[config.mk]
export PLATFORM = sky130hd
export DESIGN_NAME = gtc_timer_block
export DESIGN_NICKNAME = d
export VERILOG_FILES = /design/src/inc/gtc_pkg.sv /design/src/design/gtc_timer_block.sv /design/src/design/gtc_counter.sv
export SDC_FILE = /design/constraint.sdc
export NUM_CORES = 1
export LEC_CHECK = 0
export BUFFER_PORTS_ARGS = -buffer_cell sky130_fd_sc_hd__buf_4
export CAP_MARGIN = 15
export CORE_UTILIZATION = 25
export CTS_CLUSTER_DIAMETER = 50
export DETAILED_ROUTE_END_ITERATION = 12
export PLACE_DENSITY_LB_ADDON = 0.2
export SLEW_MARGIN = 20
export SYNTH_ARGS = -nofsm -noshare
export SYNTH_HDL_FRONTEND = slang
export SYNTH_HIERARCHICAL = 1
export SYNTH_SLANG_ARGS = --single-unit
[constraint.sdc]
create_clock -name CORE_CLK -period 2.5 [get_ports CORE_CLK]
set_input_delay 0.75 -clock CORE_CLK [delete_from_list [all_inputs] [get_ports CORE_CLK]]
set_output_delay 0.75 -clock CORE_CLK [all_outputs]
set_load 0.02 [all_outputs]
[src/inc/gtc_pkg.sv]
// shared constants and types for the gated 16-bit timer/counter block
package gtc_pkg;
    localparam int NUM_TIMERS = 3;
    // register map, byte addresses on the avalon slave
    localparam logic [7:0] OFS_COUNT_LOW = 8'h00;
    localparam logic [7:0] OFS_COUNT_HIGH = 8'h04;
    localparam logic [7:0] OFS_TIMER_CTRL = 8'h08;
    localparam logic [7:0] OFS_GATE_CTRL = 8'h0C;
    localparam logic [7:0] TIMER_STRIDE = 8'h10;
    localparam logic [7:0] OFS_IRQ_STATUS = 8'h30;
    localparam logic [7:0] OFS_IRQ_MASK = 8'h34;
    // field positions
    localparam int CTRL_WIDTH = 7;
    localparam int GATE_EN_BIT = 7;
    localparam int GATE_VAL_BIT = 2;
    // reset values
    localparam logic [6:0] CTRL_RESET = 7'h00;
    localparam logic [2:0] IRQ_MASK_RESET = 3'h0;
    localparam logic [15:0] COUNT_RESET = 16'h0000;
    localparam logic [15:0] COUNT_MAX = 16'hFFFF;
    // timing: the instruction clock is the core clock divided by four
    localparam int CORE_CLK_HZ = 10_000_000;
    localparam int INSTR_CLK_HZ = CORE_CLK_HZ / 4;
    localparam int INSTR_DIV = CORE_CLK_HZ / INSTR_CLK_HZ;
    localparam logic [1:0] INSTR_DIV_LAST = 2'(INSTR_DIV - 1);

    typedef enum logic [1:0] {
        CS_INSTR = 2'b00,
        CS_SYSTEM = 2'b01,
        CS_EXTERNAL = 2'b10,
        CS_LOW_FREQ = 2'b11
    } clk_sel_t;

    // timer_control_reg layout, bit 6 down to bit 0
    typedef struct packed {
        clk_sel_t count_clock_select;
        logic [1:0] prescale_select;
        logic sec_osc_enable;
        logic sync_disable;
        logic timer_on_bit;
    } ctrl_t;

    typedef struct packed {
        logic wr_low;
        logic wr_high;
        logic [7:0] data;
    } count_wr_t;

    // synchronised levels that feed one timer
    typedef struct packed {
        logic ext_count_input;
        logic crystal_in_pin;
        logic gate;
        logic low_freq_internal_osc;
    } src_lvl_t;
endpackage : gtc_pkg

[src/design/gtc_timer_block.sv]
// three gated 16-bit timer/counters behind an avalon-mm slave
//
// Overview of operation
// - 16-bit up counter read as two bytes; a byte write loads it at once.
// - internal clock makes it a timer, one step per prescaled clock.
// - external input counts rising edges, synchronised or asynchronous.
// - off when on bit clear; on alone always counts; with gate enable gate decides.
// - clock select 11 low-frequency osc, 10 external pin, 01 system, 00 system/4.
// - system clock gives four counts per instruction cycle, two-LSB read uncertainty.
// - external mode needs a falling edge before first rising edge after enable or write.
// - two-bit prescale field divides the count clock by 1, 2, 4 or 8.
// - prescaler hidden from software and cleared by any counter byte write.
// - oscillator enable starts the crystal oscillator, which keeps running in sleep.
// - sync-disable bit counts the external input without synchronising it.
// - asynchronous external counting continues in sleep and its overflow can wake.
// - switching sync mode may lose or add a single increment.
// - three identical timer instances.
// - count wraps FFFFh to 0000h and sets a software-cleared overflow flag.
// - gated with gate inactive, the counter holds its value.
//
// The register offsets and the Avalon-MM interface to the registers were chosen for this implementation.
`timescale 1ns/1ps
module gtc_timer_block (
    // clock and reset
    input wire logic CORE_CLK,
    input wire logic RESET_N,
    // avalon-mm slave
    input wire logic [7:0] AVS_ADDRESS,
    input wire logic AVS_READ,
    input wire logic AVS_WRITE,
    input wire logic [31:0] AVS_WRITEDATA,
    input wire logic [3:0] AVS_BYTEENABLE,
    output logic [31:0] AVS_READDATA,
    output logic AVS_WAITREQUEST,
    // pins, one per timer, plus the low-frequency oscillator shared by all three
    input wire logic [gtc_pkg::NUM_TIMERS-1:0] EXT_COUNT_INPUT,
    input wire logic [gtc_pkg::NUM_TIMERS-1:0] CRYSTAL_IN_PIN,
    input wire logic [gtc_pkg::NUM_TIMERS-1:0] GATE_IN,
    input wire logic LOW_FREQ_INTERNAL_OSC,
    // power state and oscillator control
    input wire logic SLEEP,
    output logic [gtc_pkg::NUM_TIMERS-1:0] CRYSTAL_OSC_ENABLE,
    // interrupt
    output logic IRQ
);
    import gtc_pkg::*;

    localparam int NSYNC = 3 * NUM_TIMERS + 1;

    logic ack_q;
    logic req;
    logic wr_acc;
    logic rd_take;
    logic [31:0] readdata_q;
    logic [31:0] rd_mux;
    logic [1:0] div_q;
    logic instr_tick;
    logic [NSYNC-1:0] pin_s1_q;
    logic [NSYNC-1:0] pin_s2_q;
    logic [NSYNC-1:0] pin_s3_q;
    logic [NSYNC-1:0] pin_lvl_q;
    ctrl_t ctrl_q [NUM_TIMERS];
    logic [NUM_TIMERS-1:0] gate_en_q;
    logic [NUM_TIMERS-1:0] status_q;
    logic [NUM_TIMERS-1:0] mask_q;
    logic [NUM_TIMERS-1:0] ovf;
    logic [15:0] count [NUM_TIMERS];
    count_wr_t cwr [NUM_TIMERS];

    // timer index and register slot of a byte address
    function automatic logic [1:0] tmr_index(input logic [7:0] addr);
        tmr_index = addr[5:4];
    endfunction : tmr_index

    function automatic logic [7:0] tmr_slot(input logic [7:0] addr);
        tmr_slot = {4'h0, addr[3:0]};
    endfunction : tmr_slot

    // one wait state on every access; read data is registered as ack rises, a write acts on the edge that ends the ack cycle
    assign req = AVS_READ | AVS_WRITE;
    assign AVS_WAITREQUEST = req & ~ack_q;
    assign wr_acc = AVS_WRITE & ack_q & AVS_BYTEENABLE[0];
    assign rd_take = AVS_READ & ~ack_q;

    always_ff @(posedge CORE_CLK or negedge RESET_N) begin
        if (!RESET_N) begin
            ack_q <= 1'b0;
        end else begin
            ack_q <= req & ~ack_q;
        end
    end

    // three-stage pin synchronisers; a level is taken once stages two and three agree
    always_ff @(posedge CORE_CLK or negedge RESET_N) begin
        if (!RESET_N) begin
            pin_s1_q <= '0;
            pin_s2_q <= '0;
            pin_s3_q <= '0;
            pin_lvl_q <= '0;
        end else begin
            pin_s1_q <= {LOW_FREQ_INTERNAL_OSC, GATE_IN, CRYSTAL_IN_PIN, EXT_COUNT_INPUT};
            pin_s2_q <= pin_s1_q;
            pin_s3_q <= pin_s2_q;
            pin_lvl_q <= (pin_s2_q & pin_s3_q) | (pin_lvl_q & (pin_s2_q | pin_s3_q));
        end
    end

    // instruction clock strobe, system clock divided by four
    always_ff @(posedge CORE_CLK or negedge RESET_N) begin
        if (!RESET_N) begin
            div_q <= 2'h0;
        end else if (!SLEEP) begin
            div_q <= div_q + 2'h1;
        end
    end
    assign instr_tick = (div_q == INSTR_DIV_LAST) & ~SLEEP;

    generate
        for (genvar i = 0; i < NUM_TIMERS; i++) begin : g_tmr
            localparam logic [7:0] BASE = 8'(i * 16);
            src_lvl_t src;

            assign src.ext_count_input = pin_lvl_q[i];
            assign src.crystal_in_pin = pin_lvl_q[NUM_TIMERS + i];
            assign src.gate = pin_lvl_q[2 * NUM_TIMERS + i];
            assign src.low_freq_internal_osc = pin_lvl_q[3 * NUM_TIMERS];
            assign cwr[i].wr_low = wr_acc && AVS_ADDRESS == BASE + OFS_COUNT_LOW;
            assign cwr[i].wr_high = wr_acc && AVS_ADDRESS == BASE + OFS_COUNT_HIGH;
            assign cwr[i].data = AVS_WRITEDATA[7:0];
            // oscillator enable is independent of sleep
            assign CRYSTAL_OSC_ENABLE[i] = ctrl_q[i].sec_osc_enable;

            always_ff @(posedge CORE_CLK or negedge RESET_N) begin
                if (!RESET_N) begin
                    ctrl_q[i] <= ctrl_t'(CTRL_RESET);
                end else if (wr_acc && AVS_ADDRESS == BASE + OFS_TIMER_CTRL) begin
                    ctrl_q[i] <= ctrl_t'(AVS_WRITEDATA[CTRL_WIDTH-1:0]);
                end
            end

            always_ff @(posedge CORE_CLK or negedge RESET_N) begin
                if (!RESET_N) begin
                    gate_en_q[i] <= 1'b0;
                end else if (wr_acc && AVS_ADDRESS == BASE + OFS_GATE_CTRL) begin
                    gate_en_q[i] <= AVS_WRITEDATA[GATE_EN_BIT];
                end
            end

            gtc_counter u_counter (
                .clk(CORE_CLK),
                .rst_n(RESET_N),
                .ctrl(ctrl_q[i]),
                .gate_count_enable(gate_en_q[i]),
                .src(src),
                .instr_tick(instr_tick),
                .sleep(SLEEP),
                .wr(cwr[i]),
                .count(count[i]),
                .overflow(ovf[i])
            );
        end
    endgenerate

    // overflow flags: set beats a same-cycle write-one clear
    always_ff @(posedge CORE_CLK or negedge RESET_N) begin
        if (!RESET_N) begin
            status_q <= '0;
        end else if (wr_acc && AVS_ADDRESS == OFS_IRQ_STATUS) begin
            status_q <= (status_q & ~AVS_WRITEDATA[NUM_TIMERS-1:0]) | ovf;
        end else begin
            status_q <= status_q | ovf;
        end
    end

    always_ff @(posedge CORE_CLK or negedge RESET_N) begin
        if (!RESET_N) begin
            mask_q <= IRQ_MASK_RESET;
        end else if (wr_acc && AVS_ADDRESS == OFS_IRQ_MASK) begin
            mask_q <= AVS_WRITEDATA[NUM_TIMERS-1:0];
        end
    end

    // level interrupt, also the wake request while asleep
    assign IRQ = |(status_q & mask_q);

    // read decode ignores address bits 7:6, so timer registers repeat above 3Fh; other unmapped addresses read zero
    always_comb begin
        logic [1:0] idx;
        logic [7:0] slot;
        idx = tmr_index(AVS_ADDRESS);
        slot = tmr_slot(AVS_ADDRESS);
        rd_mux = 32'h0000_0000;
        if (AVS_ADDRESS == OFS_IRQ_STATUS) begin
            rd_mux[NUM_TIMERS-1:0] = status_q;
        end else if (AVS_ADDRESS == OFS_IRQ_MASK) begin
            rd_mux[NUM_TIMERS-1:0] = mask_q;
        end else if (idx < 2'(NUM_TIMERS) && slot == OFS_COUNT_LOW) begin
            rd_mux[7:0] = count[idx][7:0];
        end else if (idx < 2'(NUM_TIMERS) && slot == OFS_COUNT_HIGH) begin
            rd_mux[7:0] = count[idx][15:8];
        end else if (idx < 2'(NUM_TIMERS) && slot == OFS_TIMER_CTRL) begin
            rd_mux[CTRL_WIDTH-1:0] = ctrl_q[idx];
        end else if (idx < 2'(NUM_TIMERS) && slot == OFS_GATE_CTRL) begin
            rd_mux[GATE_EN_BIT] = gate_en_q[idx];
            rd_mux[GATE_VAL_BIT] = pin_lvl_q[2 * NUM_TIMERS + 32'(idx)];
        end
    end

    always_ff @(posedge CORE_CLK or negedge RESET_N) begin
        if (!RESET_N) begin
            readdata_q <= 32'h0000_0000;
        end else if (rd_take) begin
            readdata_q <= rd_mux;
        end
    end
    assign AVS_READDATA = readdata_q;
endmodule : gtc_timer_block

[src/design/gtc_counter.sv]
// one 16-bit timer/counter with prescaler, clock select and gate
`timescale 1ns/1ps
module gtc_counter (
    // clock and reset
    input wire logic clk,
    input wire logic rst_n,
    // configuration and sources
    input gtc_pkg::ctrl_t ctrl,
    input wire logic gate_count_enable,
    input gtc_pkg::src_lvl_t src,
    input wire logic instr_tick,
    input wire logic sleep,
    // software access
    input gtc_pkg::count_wr_t wr,
    output logic [15:0] count,
    output logic overflow
);
    import gtc_pkg::*;

    logic [15:0] count_q;
    logic [2:0] pre_q;
    logic arm_q;
    logic ext_prev_q;
    logic lf_prev_q;
    logic tog_q;
    logic tog_s1_q;
    logic tog_s2_q;
    logic tog_s3_q;
    logic ext_lvl;
    logic run;
    logic awake_ok;
    logic ext_mode;
    logic src_tick;
    logic pre_hit;
    logic pre_tick;
    logic inc;
    logic any_wr;

    function automatic logic [2:0] pre_mask(input logic [1:0] sel);
        pre_mask = 3'((4'h1 << sel) - 4'h1);
    endfunction : pre_mask

    assign any_wr = wr.wr_low | wr.wr_high;
    assign ext_lvl = ctrl.sec_osc_enable ? src.crystal_in_pin : src.ext_count_input;
    assign ext_mode = ctrl.count_clock_select == CS_EXTERNAL;
    assign run = ctrl.timer_on_bit & (~gate_count_enable | src.gate);
    // only the unsynchronised external count survives sleep
    assign awake_ok = ~sleep | (ext_mode & ctrl.sync_disable);

    always_comb begin
        case (ctrl.count_clock_select)
            CS_INSTR: src_tick = instr_tick;
            CS_SYSTEM: src_tick = 1'b1;
            CS_EXTERNAL: src_tick = arm_q & ext_lvl & ~ext_prev_q;
            default: src_tick = src.low_freq_internal_osc & ~lf_prev_q;
        endcase
    end

    assign pre_hit = (pre_q & pre_mask(ctrl.prescale_select)) == pre_mask(ctrl.prescale_select);
    assign pre_tick = src_tick & run & awake_ok & pre_hit;
    // async path counts the prescaled edge directly, sync path after the synchroniser
    assign inc = (ext_mode & ~ctrl.sync_disable) ? (tog_s2_q ^ tog_s3_q) & ~sleep : pre_tick;

    always_ff @(posedge clk or negedge rst_n) begin
        if (!rst_n) begin
            ext_prev_q <= 1'b0;
            lf_prev_q <= 1'b0;
        end else begin
            ext_prev_q <= ext_lvl;
            lf_prev_q <= src.low_freq_internal_osc;
        end
    end

    // a falling edge must be seen before the first counting rising edge
    always_ff @(posedge clk or negedge rst_n) begin
        if (!rst_n) begin
            arm_q <= 1'b0;
        end else if (any_wr || !ctrl.timer_on_bit) begin
            arm_q <= 1'b0;
        end else if (!ext_lvl && ext_prev_q) begin
            arm_q <= 1'b1;
        end
    end

    always_ff @(posedge clk or negedge rst_n) begin
        if (!rst_n) begin
            pre_q <= 3'h0;
        end else if (any_wr) begin
            pre_q <= 3'h0;
        end else if (src_tick && run && awake_ok) begin
            pre_q <= pre_q + 3'h1;
        end
    end

    // prescaled edge carried as a toggle through three stages
    always_ff @(posedge clk or negedge rst_n) begin
        if (!rst_n) begin
            tog_q <= 1'b0;
            tog_s1_q <= 1'b0;
            tog_s2_q <= 1'b0;
            tog_s3_q <= 1'b0;
        end else begin
            tog_q <= tog_q ^ pre_tick;
            tog_s1_q <= tog_q;
            tog_s2_q <= tog_s1_q;
            tog_s3_q <= tog_s2_q;
        end
    end

    always_ff @(posedge clk or negedge rst_n) begin
        if (!rst_n) begin
            count_q <= COUNT_RESET;
        end else if (any_wr) begin
            if (wr.wr_low) count_q[7:0] <= wr.data;
            if (wr.wr_high) count_q[15:8] <= wr.data;
        end else if (inc) begin
            count_q <= count_q + 16'h0001;
        end
    end

    assign count = count_q;
    assign overflow = inc & ~any_wr & (count_q == COUNT_MAX);
endmodule : gtc_counter

# After elaboration in Yosys (flattened, before gate mapping)
# Cells that the tools add are included.
[totals] latchBits=0 register_bits=157 memories=0 out_inout_bits=37 rom_bits=0 inputBits=59 ramBits=0 word_cells=304
[classes] div_mod_pow=0 magnitude_cmp=4 mul=0 mux=56 reduce_logical=57 bitwise_logic=83 add_sub_neg=11 shifts=3 n_eq_ne=35
[ops] operator="16-bit 2-to-1 mux" n=8
[ops] operator="8-bit 2-to-1 mux" n=8
[ops] operator="16-bit by 1-bit adder with 16-bit output, second input constant" n=3
[ops] operator="16-bit == test, second input constant" n=3
[ops] operator="8-bit by 6-bit == test with 1-bit output, second input constant" n=6
[ops] operator="1-bit AND" n=39
[ops] operator="16-bit binary-select mux with 2-bit select" n=1
[ops] operator="8-bit by 5-bit == test with 1-bit output, second input constant" n=4
[ops] operator="1-bit logical AND" n=27
[ops] operator="3-bit 2-to-1 mux" n=9
[ops] operator="10-bit AND" n=2
[ops] operator="10-bit bitwise OR" n=2
[ops] operator="1-bit 2-to-1 mux" n=18
[ops] operator="2-bit nonzero test" n=9
[ops] operator="8-bit by 4-bit == test with 1-bit output, second input constant" n=2
[ops] operator="3-bit AND" n=5
[ops] operator="1-bit inverter" n=15
[ops] operator="7-bit binary-select mux with 2-bit select" n=1
[ops] operator="7-bit 2-to-1 mux" n=2
[ops] operator="2-bit by 1-bit inequality test with 1-bit output, second input constant" n=6
[ops] operator="2-bit AND reduction" n=6
[ops] operator="5-bit 2-to-1 mux" n=2
[ops] operator="1-bit bitwise OR" n=10
[ops] operator="3-bit by 1-bit adder with 3-bit output, second input constant" n=3
[ops] operator="29 further kinds" n=58

# Longest topological paths before layout
[logic_depth] depth_word=12 depth_mapped=13 ltp_nobuf=10

# Cells and area by module
# Netlist, hierarchy kept.
[by_module_without_submodules] mod="gtc_timer_block" seq_area_each_um2=2026.9 cells_each=314 area_per_inst_um2=3822.4 n_inst=1
[by_module_without_submodules] mod="gtc_counter at g_tmr[0].u_counter ..." seq_area_each_um2=650.6 cells_each=161 area_per_inst_um2=1527.7 n_inst=2
[by_module_without_submodules] mod="gtc_counter at g_tmr[1].u_counter" seq_area_each_um2=650.6 cells_each=166 area_per_inst_um2=1585.3 n_inst=1

# Least setup slack after synthesis
# No wires, ideal clock.
[synth_path] path_type="input to register" startpoint="in AVS_ADDRESS[2]" endpoint="reg g_tmr[0].u_counter.count_q[1]" path_stages=9 setup_ns=0.126 t_required_ns=2.374 slack_ns=-0.078 path_buffers=2 arrival_ns=2.452 cell_sequence="buf_2 > nor2_1 > nand2_1 > clkbuf_1 > nor2_1 > or4_4 > nand2_4 > nor3b_1 > a221o_1"
[synth_lines] item="start, declared" line_no="gtc_timer_block.sv:28" source="input wire logic [7:0] AVS_ADDRESS,"
[synth_lines] item="end signal, assigned" line_no="gtc_counter.sv:114" source="if (wr.wr_low) count_q[7:0] <= wr.data;"
[synth_lines] item="end signal, assigned" line_no="gtc_counter.sv:117" source="count_q <= count_q + 16'h0001;"
[synth_lines] item="end, declared" line_no="gtc_counter.sv:20" source="logic [15:0] count_q;"

==> flow_summary.toml <==
[synthesis]
syn-cell-area_um2 = 8460
synth_seq_area_share_pct = 47.0
synth_top_area_share_pct = 47.0
synth_commonest_cells = "dfrtp_1, nand2_1, nor2_1"
yosysMostFrequentCell = "dfrtp_1"
synth.distinct_cells = 84
netlist_instances = 802
yosys_warnings = 6
synthTopCellsByArea = "dfrtp_1, mux2i_1, nand2_1, mux2_2, xnor2_1"
ys.flop_type = "dfrtp_1"
synth-edff-count = 0
yosysTopAreaCell = "dfrtp_1"
synth-seq-cells = 159
avgSynthCellArea_um2 = 10.6
synthArstFlopShare_pct = 100

[die]
die_height_um = 186
num_rows = 67
io_pins = 96
start_util_pct = 25.3
die_area_um2 = 34600
fp.dieW_um = 186
coreArea_um2 = 33400

[pwr]
powerDensity_nw_per_um2 = 579
vdd_ir_drop_max_mv = 0.427
cellLeakagePower_nw = 4.44

[timing]
max_slew.worst_pin.slew_ns = 0.514
skew_ns = 0.0153
setup_viol = 0
min_period_over_period_pct = 92.4
fmax_mhz = 433
slew_headroom_pct = 65.7
rsz0062_at_grt = "no"
final-hold-violation-count = 0
slew_violations = 0
min_period_ns = 2.31

[global_routing]
grt_use_total_pct = 15.2
grt_start_max_net_pins = 50
antenna_found_initial = 0
grt_pass1_vias = 6332
grt_pass1_wl_mm = 38.8
gr-total-overflow = 0

[place]
dpl.cell_count = 1346
placed_area_um2 = 9770
place.gp.congestion = 0.847
port_buffers = 44
place.detailed.hpwl_mm = 18.5

[route]
wl_per_cell_um = 18.0
drt_iter0_drc = 413
dr_total_vias = 6480
drc = 0
drt_wl_total_mm = 24.7
postRouteAntennaNets = 0
drt_pass1_iterations = 5
viasPerCell = 4.70

[cells_and_area]
post-route-util_pct = 31.0
syn2layout_area_growth_pct = 22.5
fillers = 3440
final_area_um2 = 10400
diodes = 0
drive_gt1_share_pct = 24.3
layout.nets = 983
final_cell_count_no_fill = 1378

[clock_tree]
htree_num_levels = 4
cts_buffer_depth = 2
cts_tree = "built"
cts_made_buffers = 17
insertion_delay_ns = 0.44
cts_sinks = 159
hold_buffers = 0
clock_tree.root_cell = "clkbuf_16"
clk_transition_reported_paths_ns = 0.08

[run]
maxCapViolations = 0

[critical_path]
crit_fanout = 6
r2r_setup_slack_ns = 0.19
worst_ep_required_time_ns = 2.84
crit_path_end_kind = "register"
crit_path_start_kind = "register"
worstPathArrival_ns = 2.65
setup.worst_path.class = "reg -> reg"

[min_path]
holdCritPathClass = "in -> async"

[outcome]
status = "completed"
[cells by family after synthesis]
family | Yosys count | synth area share, %
buf+inv | 81 | 5.35
simple gates | 280 | 18.3
fa+ha+maj | 17 | 2.22
flops | 159 | 47.0
xor+xnor | 28 | 2.90
mux | 68 | 9.08
other cells | 1 | 0.0443
compound gates | 168 | 15.1
[layout make-up]
| class | instances | area, um^2 | share of cell area [%] |
|---|---|---|---|
| Multi-Input combinational cell | 585 | 4120 | 39.8 |
| Sequential cell | 159 | 3980 | 38.4 |
| Timing Repair Buffer | 127 | 1010 | 9.71 |
| Tap cell | 448 | 561 | 5.41 |
| Clock buffer | 17 | 425 | 4.10 |
| Clock inverter | 15 | 171 | 1.65 |
| Inverter | 27 | 101 | 0.977 |
[what timing repair did]
item	CTS	global route
resized for setup	0	1
buffers inserted	0	0
endpoints found under the setup margin	0	3
[routing by layer]
layer | share of wire, % | vias to the layer above | track usage, %
li1 | - | 3125 | -
met1 | 49 | 3184 | 21.8
met2 | 45 | 148 | 23.3
met3 | 3.6 | 23 | 2.41
met4 | 1.8 | 0 | 4.82
met5 | 0 | - | 0
[flip-flops by register name, indices dropped and copies added (netlist names), 8 cells and up]
signal	count
AVS_READDATA	8
ctrl_q	18
g_tmr.u_counter/count	48
g_tmr.u_counter/pre_q	9
pin_lvl_q	10
pin_s1_q	10
pin_s2_q	10
pin_s3_q	10
[stage by stage]
stage / setup TNS (ns) / setup slack [ns] / hold slack, ns / power (W)
4_1_cts: 0 / 0.205 / 0.224 / 0.00611
5_1_grt: 0 / 0.00960 / 0.242 / 0.00627
3_5_place_dp: -4.04 / -0.225 / 0.335 / 0.00345
3_3_place_gp: -3.04 / -0.222 / 0.332 / 0.00344
6_report: 0 / 0.190 / 0.216 / 0.00600
2_1_floorplan: 0 / 0.0148 / 0.331 / 0.00315
[cells in the final DEF (no fill, tap or decap), types with 5 or more instances in the layout]
cell type | Yosys | routed
a211oi_1 | 7 | 7
a21oi_1 | 30 | 30
a221o_1 | 5 | 5
a221oi_1 | 5 | 5
a221oi_2 | 5 | 5
a22o_1 | 5 | 5
a22oi_1 | 8 | 8
a31oi_1 | 9 | 8
a32o_1 | 6 | 6
and3_1 | 6 | 6
buf_4 | 29 | 122
clkbuf_16 | 0 | 17
conb_1 | 1 | 24
dfrtp_1 | 159 | 159
ha_1 | 7 | 7
inv_1 | 25 | 25
inv_8 | 0 | 6
maj3_1 | 10 | 10
mux2_2 | 20 | 20
mux2_4 | 9 | 9
mux2i_1 | 34 | 34
nand2_1 | 82 | 82
nand2b_1 | 8 | 8
nand3_1 | 22 | 22
nand3b_1 | 7 | 7
nand4_1 | 13 | 13
nor2_1 | 42 | 42
nor2b_1 | 15 | 15
nor3_1 | 28 | 28
nor3b_1 | 6 | 6
nor4_1 | 6 | 6
o211ai_1 | 8 | 8
o21ai_0 | 26 | 26
o21ai_1 | 11 | 11
o21bai_1 | 5 | 5
or3_1 | 6 | 6
xnor2_1 | 25 | 25
[report_power, final]
part,leakage [nW],internal [W],total [W],switching (W)
combinational,2.14,0.000238,0.000588,0.000350
sequential,2.01,0.00269,0.00280,0.000102
clock,0.290,0.00135,0.00261,0.00127
total,4.44,0.00428,0.00600,0.00172
[worst paths after layout]
| kind | startpoint | to | depth (start not counted) |
|---|---|---|---|
| worst max-delay path | ack_q$_DFF_PN0_ | g_tmr[0].u_counter/count[11]$_DFFE_PN0P_ | 11 |
| worst min-delay path | RESET_N | CRYSTAL_OSC_ENABLE[1]$_DFFE_PN0P_ | 1 |
| worst max register to register | ack_q$_DFF_PN0_ | g_tmr[0].u_counter/count[11]$_DFFE_PN0P_ | 11 |
| worst min register to register | pin_s1_q[5]$_DFF_PN0_ | pin_s2_q[5]$_DFF_PN0_ | 0 |
| max in group asynchronous | RESET_N | g_tmr[2].u_counter/count[0]$_DFFE_PN0P_ | 2 |
| min in group CORE_CLK | pin_s1_q[5]$_DFF_PN0_ | pin_s2_q[5]$_DFF_PN0_ | 0 |
[worst max-delay path: stages, from the launching register on]
cell and delay, ns:
dfrtp_1 0.39, nand3_1 0.22, nor4_4 0.29, nand2_1 0.17, nor2_1 0.19, buf_4 0.18, nor3_1 0.06, nand4_1 0.17
buf_4 0.14, a21oi_1 0.05, buf_4 0.14, a221oi_2 0.23
(Power assumes the default switching activity.)
